<file path="config.mk">
export PLATFORM = sky130hd
export DESIGN_NAME = pss_sequencer
export DESIGN_NICKNAME = d
export VERILOG_FILES = /design/src/hw/pss_pkg.sv /design/src/hw/pss_sequencer.sv
export SDC_FILE = /design/constraint.sdc
export NUM_CORES = 2
export LEC_CHECK = 0
export ABC_CLOCK_PERIOD_IN_PS = 115200
export BUFFER_PORTS_ARGS = -buffer_cell sky130_fd_sc_hd__buf_2
export CAP_MARGIN = 20
export CORE_ASPECT_RATIO = 0.6
export CORE_UTILIZATION = 48
export DETAILED_ROUTE_END_ITERATION = 8
export PLACE_DENSITY = 0.71
export REMOVE_ABC_BUFFERS = 1
export SYNTH_ARGS = -nofsm -noshare
export SYNTH_HDL_FRONTEND = slang
export SYNTH_SLANG_ARGS = --single-unit
</file>
<file path="constraint.sdc">
create_clock -name clk -period 115.2 [get_ports clk]
set_input_delay 5.76 -clock clk [delete_from_list [all_inputs] [get_ports clk]]
set_output_delay 5.76 -clock clk [all_outputs]
set_load 0.03 [all_outputs]
</file>
<file path="src/hw/pss_pkg.sv">
// Shared constants and types of the pressure sensor measurement sequencer.
// Assumes a 250 MHz clock; register offsets are byte addresses on Avalon-MM.
package pss_pkg;

	localparam int unsigned CLK_MHZ = 250;

	// Register byte offsets.
	localparam logic [7:0] ADR_STATUS = 8'h00;
	localparam logic [7:0] ADR_PWR    = 8'h04;
	localparam logic [7:0] ADR_OSR    = 8'h08;
	localparam logic [7:0] ADR_ODR    = 8'h0c;
	localparam logic [7:0] ADR_CFG    = 8'h10;
	localparam logic [7:0] ADR_PRESS  = 8'h14;
	localparam logic [7:0] ADR_TEMP   = 8'h18;
	localparam logic [7:0] ADR_CMD    = 8'h1c;

	// Field positions.
	localparam int unsigned PWR_PRESS_BIT = 0;
	localparam int unsigned PWR_TEMP_BIT  = 1;
	localparam int unsigned PWR_MODE_LSB  = 4;
	localparam int unsigned OSR_P_LSB     = 0;
	localparam int unsigned OSR_T_LSB     = 3;
	localparam int unsigned STAT_POR_BIT  = 0;
	localparam int unsigned STAT_MODE_LSB = 1;
	localparam int unsigned STAT_BUSY_BIT = 3;
	localparam int unsigned STAT_PEND_BIT = 4;

	// Reset values.
	localparam logic [1:0] PWR_RST = 2'h0;
	localparam logic [5:0] OSR_RST = 6'h00;
	localparam logic [4:0] ODR_RST = 5'h00;
	localparam logic [6:0] CFG_RST = 7'h00;
	localparam logic       POR_RST = 1'b1;

	// Soft reset command code.
	localparam logic [7:0] SOFT_RST_CMD = 8'h5a;

	// Oversampling and data widths.
	localparam logic [2:0] OSR_MAX = 3'h5;
	localparam int unsigned ADC_W  = 16;
	localparam int unsigned RES_W  = 21;

	// Timing: one conversion, and the base sample period of 1 / 200 Hz.
	localparam int unsigned CONV_TIME_NS    = 2000;
	localparam int unsigned CONV_CYC        = (CONV_TIME_NS * CLK_MHZ + 999) / 1000;
	localparam int unsigned BASE_PERIOD_NS  = 5000000;
	localparam int unsigned BASE_PERIOD_CYC = BASE_PERIOD_NS / 1000 * CLK_MHZ;

	typedef enum logic [1:0] {
		M_SLEEP  = 2'b00,
		M_FORCED = 2'b01,
		M_NORMAL = 2'b11
	} pss_mode_t;

	typedef enum logic [2:0] {
		S_IDLE = 3'b000,
		S_TEMP = 3'b001,
		S_PRES = 3'b010,
		S_DONE = 3'b011
	} pss_seq_t;

	typedef struct packed {
		logic [7:0]  address;
		logic        read;
		logic        write;
		logic [31:0] writedata;
	} pss_avm_req_t;

	typedef struct packed {
		logic [ADC_W-1:0] temp;
		logic [ADC_W-1:0] press;
	} pss_adc_t;

endpackage

</file>
<file path="src/hw/pss_sequencer.sv">
// Power-mode controller, measurement sequencer and IIR stage of the sensor.
// Assumes ADC samples are valid whenever sampled and an Avalon-MM master.
//
// The Avalon-MM interface to the registers and the address map were chosen for this implementation.
`timescale 1ns/1ps

////////////////////////////////////////////////////////////////////////////////

// Summary of operation
// - Reset clears logic and registers except the power-on flag; device then sleeps.
// - Power-on flag set after any reset, cleared by reading it.
// - Mode field: 00 sleep, 01 or 10 forced, 11 normal.
// - Sleep starts no conversions; registers stay accessible.
// - Forced runs one measurement, stores results, returns to sleep.
// - Normal repeats measurement plus standby; period is prescaler over 200 Hz.
// - Normal keeps refreshing data registers without host writes.
// - Mode write during a measurement is held until the measurement ends.
// - While a change is pending, further mode writes are discarded.
// - Unsupported mode transitions are ignored; mode stays unchanged.
// - Period holds enabled temperature and pressure conversions, own oversampling.
// - Results pass the IIR stage when enabled, else unchanged.
// - Pressure converted only when power control bit 0 is set.
// - Pressure oversampling in bits 2:0, codes 000..101 give x1..x32.
// - Each doubling adds a bit, 16 to 21; extras in extended low byte.
// - Pressure and temperature oversampling independent, up to 32.
// - Smoothing coefficient from 0 (off) up to 127.
// - Temperature only when bit 1 set; oversampling in bits 5:3.
// - Filter reset on filter write, enable fall, or sleep to normal, except for a channel storing a result that cycle.
// - After filter reset or enable, first sample passes and seeds memory.
module pss_sequencer
	import pss_pkg::*;
#(
	parameter int unsigned BASE_CYC = pss_pkg::BASE_PERIOD_CYC
) (
	// Clock and reset
	input  wire logic                  clk,
	input  wire logic                  rst,
	// Register bus
	input  wire pss_pkg::pss_avm_req_t avm_req,
	output logic [31:0]                avm_readdata,
	output logic                       avm_waitrequest,
	// Converter samples
	input  wire pss_pkg::pss_adc_t     adc_smp,
	// Status
	output logic                       meas_active
);

	import pss_pkg::*;
	logic                 ack_ff;
	logic [31:0]          rdata_ff;
	logic [1:0]           pwr_ff;
	logic [5:0]           osr_ff;
	logic [4:0]           odr_ff;
	logic [6:0]           cfg_ff;
	logic                 por_ff;
	logic                 soft_ff;
	pss_mode_t            mode_ff, nxt_mode, pmode_ff, nxt_pmode, tgt;
	logic                 pend_ff, nxt_pend;
	pss_seq_t             seq_ff;
	logic [39:0]          tmr_ff;
	logic [RES_W-1:0]     acc_ff, sum, scaled, raw_t_ff, raw_p_ff, temp_ff, press_ff;
	logic [15:0]          tick_ff;
	logic [5:0]           smp_ff;
	logic                 fv_t_ff, fv_p_ff;
	logic                 wr_ok, rd_ok, wr_pwr, wr_cfg, busy, start, done;
	logic [1:0]           new_en;
	logic                 clr_all;
	logic [2:0]           cur_osr;
	logic                 cur_en;
	logic [ADC_W-1:0]     cur_smp;

	function automatic logic [2:0] eff_osr(input logic [2:0] c);
		return (c > OSR_MAX) ? OSR_MAX : c;
	endfunction

	function automatic logic [RES_W-1:0] iir(input logic [RES_W-1:0] old_v,
		input logic [RES_W-1:0] new_v, input logic [6:0] c);
		logic [28:0] num;
		num = 29'(old_v) * 29'(c) + 29'(new_v);
		return RES_W'(num / (29'(c) + 29'd1));
	endfunction

////////////////////////////////////////////////////////////////////////////////
// Bus slave: one wait cycle, then the access is taken.
	assign avm_waitrequest = (avm_req.read | avm_req.write) & ~ack_ff;
	assign wr_ok           = avm_req.write & ack_ff;
	assign rd_ok           = avm_req.read & ack_ff;
	assign wr_pwr          = wr_ok & (avm_req.address == ADR_PWR);
	assign wr_cfg          = wr_ok & (avm_req.address == ADR_CFG);
	assign avm_readdata    = rdata_ff;
	assign new_en          = avm_req.writedata[1:0];
	always_ff @(posedge clk or posedge rst) begin
		if (rst)
			ack_ff <= 1'b0;
		else
			ack_ff <= (avm_req.read | avm_req.write) & ~ack_ff;
	end
	// Read data is latched in the wait cycle so it stands at the accept edge.
	always_ff @(posedge clk or posedge rst) begin
		if (rst) begin
			rdata_ff <= 32'h0;
		end else if (avm_req.read & ~ack_ff) begin
			case (avm_req.address)
				ADR_STATUS: rdata_ff <= {27'h0, pend_ff, busy, mode_ff, por_ff};
				ADR_PWR:    rdata_ff <= {26'h0, mode_ff, 2'h0, pwr_ff};
				ADR_OSR:    rdata_ff <= {26'h0, osr_ff};
				ADR_ODR:    rdata_ff <= {27'h0, odr_ff};
				ADR_CFG:    rdata_ff <= {25'h0, cfg_ff};
				ADR_PRESS:  rdata_ff <= {8'h0, press_ff, 3'h0};
				ADR_TEMP:   rdata_ff <= {8'h0, temp_ff, 3'h0};
				default:    rdata_ff <= 32'h0;
			endcase
		end
	end
	// Configuration stays writable in every mode.
	always_ff @(posedge clk or posedge rst) begin
		if (rst) begin
			pwr_ff <= PWR_RST;
			osr_ff <= OSR_RST;
			odr_ff <= ODR_RST;
			cfg_ff <= CFG_RST;
		end else if (soft_ff) begin
			pwr_ff <= PWR_RST;
			osr_ff <= OSR_RST;
			odr_ff <= ODR_RST;
			cfg_ff <= CFG_RST;
		end else if (wr_ok) begin
			if (avm_req.address == ADR_PWR)
				pwr_ff <= new_en;
			if (avm_req.address == ADR_OSR)
				osr_ff <= avm_req.writedata[5:0];
			if (avm_req.address == ADR_ODR)
				odr_ff <= avm_req.writedata[4:0];
			if (wr_cfg)
				cfg_ff <= avm_req.writedata[6:0];
		end
	end
	always_ff @(posedge clk or posedge rst) begin
		if (rst)
			soft_ff <= 1'b0;
		else
			soft_ff <= wr_ok & (avm_req.address == ADR_CMD) &
				(avm_req.writedata[7:0] == SOFT_RST_CMD);
	end
	// Setting after a soft reset wins over a read clearing it.
	always_ff @(posedge clk or posedge rst) begin
		if (rst)
			por_ff <= POR_RST;
		else if (soft_ff)
			por_ff <= 1'b1;
		else if (rd_ok && avm_req.address == ADR_STATUS)
			por_ff <= 1'b0;
	end

////////////////////////////////////////////////////////////////////////////////
// Power-mode controller.
	assign busy = (seq_ff != S_IDLE);
	assign done = (seq_ff == S_DONE);
	assign tgt  = (avm_req.writedata[PWR_MODE_LSB +: 2] == 2'b00) ? M_SLEEP :
		(avm_req.writedata[PWR_MODE_LSB +: 2] == 2'b11) ? M_NORMAL : M_FORCED;

	always_comb begin
		nxt_mode  = mode_ff;
		nxt_pend  = pend_ff;
		nxt_pmode = pmode_ff;
		if (done) begin
			nxt_pend = 1'b0;
			if (pend_ff)
				nxt_mode = pmode_ff;
			else if (mode_ff == M_FORCED)
				nxt_mode = M_SLEEP;
		end
		// Only moves into or out of sleep are legal; normal to forced is not.
		if (wr_pwr && !pend_ff && ((nxt_mode == M_SLEEP) != (tgt == M_SLEEP))) begin
			if (busy && !done) begin
				nxt_pend  = 1'b1;
				nxt_pmode = tgt;
			end else begin
				nxt_mode = tgt;
			end
		end
	end
	always_ff @(posedge clk or posedge rst) begin
		if (rst) begin
			mode_ff  <= M_SLEEP;
			pend_ff  <= 1'b0;
			pmode_ff <= M_SLEEP;
		end else if (soft_ff) begin
			mode_ff  <= M_SLEEP;
			pend_ff  <= 1'b0;
			pmode_ff <= M_SLEEP;
		end else begin
			mode_ff  <= nxt_mode;
			pend_ff  <= nxt_pend;
			pmode_ff <= nxt_pmode;
		end
	end
	// Sample period timer; a period overrunning its slot restarts at once.
	assign start = !busy && ((mode_ff == M_FORCED) ||
		(mode_ff == M_NORMAL && tmr_ff == 40'h0));
	always_ff @(posedge clk or posedge rst) begin
		if (rst)
			tmr_ff <= 40'h0;
		else if (soft_ff || mode_ff == M_SLEEP)
			tmr_ff <= 40'h0;
		else if (start)
			tmr_ff <= (40'(BASE_CYC) << odr_ff) - 40'h1;
		else if (tmr_ff != 40'h0)
			tmr_ff <= tmr_ff - 40'h1;
	end

////////////////////////////////////////////////////////////////////////////////
// Measurement sequencer.
	assign cur_osr = (seq_ff == S_TEMP) ? eff_osr(osr_ff[OSR_T_LSB +: 3]) :
		eff_osr(osr_ff[OSR_P_LSB +: 3]);
	assign cur_en  = (seq_ff == S_TEMP) ? pwr_ff[PWR_TEMP_BIT] : pwr_ff[PWR_PRESS_BIT];
	assign cur_smp = (seq_ff == S_TEMP) ? adc_smp.temp : adc_smp.press;
	assign sum     = acc_ff + RES_W'(cur_smp);
	// The sum of 2^n samples has 16+n bits; left align it to 21 bits.
	assign scaled  = RES_W'(sum << (OSR_MAX - cur_osr));
	assign meas_active = busy;
	always_ff @(posedge clk or posedge rst) begin
		if (rst) begin
			seq_ff   <= S_IDLE;
			acc_ff   <= '0;
			tick_ff  <= 16'h0;
			smp_ff   <= 6'h0;
			raw_t_ff <= '0;
			raw_p_ff <= '0;
		end else if (soft_ff) begin
			seq_ff  <= S_IDLE;
			acc_ff  <= '0;
			tick_ff <= 16'h0;
			smp_ff  <= 6'h0;
		end else begin
			case (seq_ff)
				S_IDLE: begin
					acc_ff  <= '0;
					tick_ff <= 16'h0;
					smp_ff  <= 6'h0;
					if (start)
						seq_ff <= S_TEMP;
				end
				S_TEMP, S_PRES: begin
					if (!cur_en) begin
						seq_ff <= (seq_ff == S_TEMP) ? S_PRES : S_DONE;
					end else if (tick_ff == 16'(CONV_CYC - 1)) begin
						tick_ff <= 16'h0;
						if (smp_ff == 6'((7'h1 << cur_osr) - 7'h1)) begin
							acc_ff <= '0;
							smp_ff <= 6'h0;
							if (seq_ff == S_TEMP)
								raw_t_ff <= scaled;
							else
								raw_p_ff <= scaled;
							seq_ff <= (seq_ff == S_TEMP) ? S_PRES : S_DONE;
						end else begin
							acc_ff <= sum;
							smp_ff <= smp_ff + 6'h1;
						end
					end else begin
						tick_ff <= tick_ff + 16'h1;
					end
				end
				S_DONE: seq_ff <= S_IDLE;
				default: seq_ff <= S_IDLE;
			endcase
		end
	end

////////////////////////////////////////////////////////////////////////////////
// IIR stage and result registers.
	assign clr_all = wr_cfg || (wr_pwr && ((pwr_ff & ~new_en) != 2'h0)) ||
		(mode_ff == M_SLEEP && nxt_mode == M_NORMAL);
	always_ff @(posedge clk or posedge rst) begin
		if (rst) begin
			temp_ff  <= '0;
			press_ff <= '0;
			fv_t_ff  <= 1'b0;
			fv_p_ff  <= 1'b0;
		end else if (soft_ff) begin
			temp_ff  <= '0;
			press_ff <= '0;
			fv_t_ff  <= 1'b0;
			fv_p_ff  <= 1'b0;
		end else begin
			// A store in the clearing cycle wins; the clear is dropped and a valid memory still filters.
			if (done && pwr_ff[PWR_TEMP_BIT]) begin
				temp_ff <= fv_t_ff ? iir(temp_ff, raw_t_ff, cfg_ff) : raw_t_ff;
				fv_t_ff <= 1'b1;
			end else if (clr_all || (wr_pwr && new_en[PWR_TEMP_BIT])) begin
				fv_t_ff <= fv_t_ff & ~clr_all & pwr_ff[PWR_TEMP_BIT];
			end
			if (done && pwr_ff[PWR_PRESS_BIT]) begin
				press_ff <= fv_p_ff ? iir(press_ff, raw_p_ff, cfg_ff) : raw_p_ff;
				fv_p_ff  <= 1'b1;
			end else if (clr_all || (wr_pwr && new_en[PWR_PRESS_BIT])) begin
				fv_p_ff <= fv_p_ff & ~clr_all & pwr_ff[PWR_PRESS_BIT];
			end
		end
	end
endmodule

</file>
==> metrics.txt <==
result of the run=finished clean; post-layout minimum cycle time=90340 ps; most used flip-flop cell after synthesis=dfrtp_1; CP arrival=90710 ps; overall overflow remaining after global route=0; post-DR vias/cell=6.29; number of input and output port buffers inserted=77; number of pins exceeding their max-slew limit in the final report=0; reg2reg setup slack=24860 ps; CTS tree=done; Hold Path Class=reg2reg; async set-reset flop share out of synthesis=1.00; initial antenna violation count=1; clk_skew=roughly 30 ps; unrepaired setup endpoints after global routing=false; CP Max Fanout=45; launch instance of the worst min-delay path=avm_readdata[17]; worst slack, placed=approximately 27000 ps; count of hold-fix buffers inserted at cts=0; via count of the first global-routing pass=49990; worst hold path cell count=2; boundary pin count=110; share of Yosys cell area claimed by the top area cell type=0.125; remaining antenna violation count after routing=0; placer's final routability congestion estimate=roughly 0.95; maximum number of pins on one net before global-route repair=95; Filler Cell Count=roughly 11000; setup slack of the critical path after layout=24860 ps; CP max-delay cell=nor3_2; synth-to-layout area growth=4.94%; total number of H-tree levels=1; total number of placement rows=95; Crit path required time=115570 ps; count of cells along the worst register-to-register path=361; antenna diode count=0; number of max-cap violations=0; fraction of layout cells with a size suffix above 1=0.0771; # DRC=0; final count of negative-setup-slack endpoints=0; GRT Resource Usage Total=0.267; transition time at the pin with the least slew margin=1310 ps; core box area=112000 um^2; count of flip-flops with a built-in enable after synthesis=0; CTS buffer count=26; non-filler cells, final=between 8000 and 9000; clock tree root buffer cell=clkbuf_16; via total after detailed routing=54699; sequential fraction of the synthesis area=0.103; final cycle utilization of the critical path=0.784; effective utilization at floorplan=0.485; biggest area consumer among synthesized cells=ha_1; cell repeated most along the worst path=o21a_1; Die Span Y=approximately 260 um; number of cells produced by synthesis=between 7000 and 8000; Num Clock Sinks=223; r2r endpoint=press_ff[0]; HPWL after detailed placement=125000 um; average cell area after synthesis=~7.5 um^2; Horiz. Die Dim=437 um; routed wire length per instance=18.2 um; max incr delay on CP=~890 ps; count of unique library cells instantiated by Yosys=135; final std cell area, no fill=57100 um^2; Cell Area, Placed=around 56000 um^2; yosys synthesis warning count=0; Crit Path Class=reg2reg; routed wire length=approximately 160000 um; type of element launching the critical path=flop; initial detailed-routing violation count=5421; NumNets Final=8026; post_cts resized=0; Reg clk slew, reported paths=70 ps; final total negative setup slack=0 ps; ranking of synthesized cells by area=ha_1 13%, dfrtp_1 10%, fa_1 8.5%; clk buf depth=3; Die Outline Area=115000 um^2; startpoint of the most critical setup path=cfg_ff[3]; post-CTS setup buffer count=0; register bit total from synthesis=223; wire length of the first global-routing pass=261000 um; kind of capture point of the worst setup path=flop; hold worst-path end=avm_readdata[17]; Rel. slew slack=0.116; final hold violation count=0; number of detailed-route iterations in the first pass=6; reg-to-reg startpoint=cfg_ff[3]; latest clock arrival within the worst-skew pair=560 ps; Post-Synthesis Cell Area=54400 um^2; highest clock frequency the design can meet=approximately 11 MHz; Cell Count Post-Placement=roughly 8600
==> how the worst max path moves through the flow <==
| stage | slack [ps] | end |
|---|---|---|
| 5_1_grt | 17870 | press_ff[0] |
| 4_1_cts | 26630 | press_ff[0] |
| 3_3_place_gp | 28380 | press_ff[0] |
| 6_report | 24860 | press_ff[0] |
| 3_5_place_dp | 27170 | press_ff[0] |
| 2_1_floorplan | 37920 | press_ff[0] |
==> through the flow <==
stage / util / hold WS [ps]
after floorplan: - / 450
after global placement: 0.500 / 463
after detailed placement: 0.500 / 469
after CTS: 0.509 / 482
after global routing: 0.509 / 504
final: 0.509 / 478
==> layout by cell type, fill, tap and decap left out, types with 79 or more instances in the layout <==
master   Yosys  final
dfrtp_1    222    217
o21ai_0    339    339
nor3_1     360    358
or2_2       79     79
xnor2_1    214    213
fa_1       231    231
xor2_1     156    152
o31ai_1    124    124
a21oi_1    482    479
nand4_1     99     99
mux2_2     153    153
o21a_1     300    300
a21o_1     115    115
and2_1     223    223
mux2i_1     95     95
inv_1      426    424
ha_1       545    545
nor2_1     654    654
nand2_1    733    733
nand3_1    155    155
==> Yosys cell counts (all sizes together), types with 38 or more instances <==
library cell and n:
nand2b 71, nand4 103, buf 90, dfrtp 222
nor2b 63, a31oi 71, a21oi 486, o21a 301
ha 545, or2 89, a211oi 65, a22o 51
nor2 658, nor4 74, or3 72, a22oi 38
inv 426, xor2 156, nand3 157, nand2 734
xnor2 214, a21o 115, mux2 158, o21ai 390
nor3 371, o211ai 64, and3 68, clkbuf 200
and2 225, fa 231, o31ai 126, mux2i 97
==> kinds of logic after synthesis <==
group,after synthesis,share of synthesized area
AND/OR/NAND/NOR,2834,0.260
adder cells (fa/ha/maj),778,0.211
multiplexers,257,0.0517
other,1,0.0000689
XOR/XNOR,370,0.0595
flip-flops,223,0.103
AO/OA/AOI/OAI,2106,0.263
buffers and inverters,718,0.0519
==> registers in the layout, indices dropped and copies added, names as in the netlist <==
name	cells
cfg_ff	7
pwr_ff	2
pmode_ff	2
press_ff	21
osr_ff	6
tmr_ff	40
fv_p_ff	1
acc_ff	21
pend_ff	1
por_ff	1
soft_ff	1
seq_ff	2
temp_ff	21
raw_t_ff	21
avm_readdata	24
tick_ff	16
mode_ff	2
smp_ff	6
fv_t_ff	1
ack_ff	1
odr_ff	5
raw_p_ff	21
==> final cells by class <==
cell class                      instances  area [um^2]  area share
Clock buffer                           31          709      0.0124
Clock inverter                         17          267     0.00467
Inverter                              428         1610      0.0283
Multi-Input combinational cell       6353        46200       0.808
Sequential cell                       223         5590      0.0979
Tap cell                             1503         1880      0.0329
Timing Repair Buffer                  142          893      0.0156
==> layer usage <==
layer  vias to the layer above  share of wire  track usage
met5                         -       0.000044            0
met4                         2          0.018       0.0541
met3                       166          0.085       0.0293
met2                      2188           0.40        0.379
met1                     25952           0.50        0.425
li1                      26391              -            -
==> worst max-delay path, delay by kind of cell, from the launching register on <==
kind	cells	cell delay, ps
buffers and inverters	21	2630
flip-flops	1	470
XOR/XNOR	1	310
adder cells (fa/ha/maj)	34	11450
AND/OR/NAND/NOR	96	26810
AO/OA/AOI/OAI	203	46280
multiplexers	6	2060
Power is not shown: default switching activity piles up to over one toggle a cycle in this logic, so the estimate is an artifact.
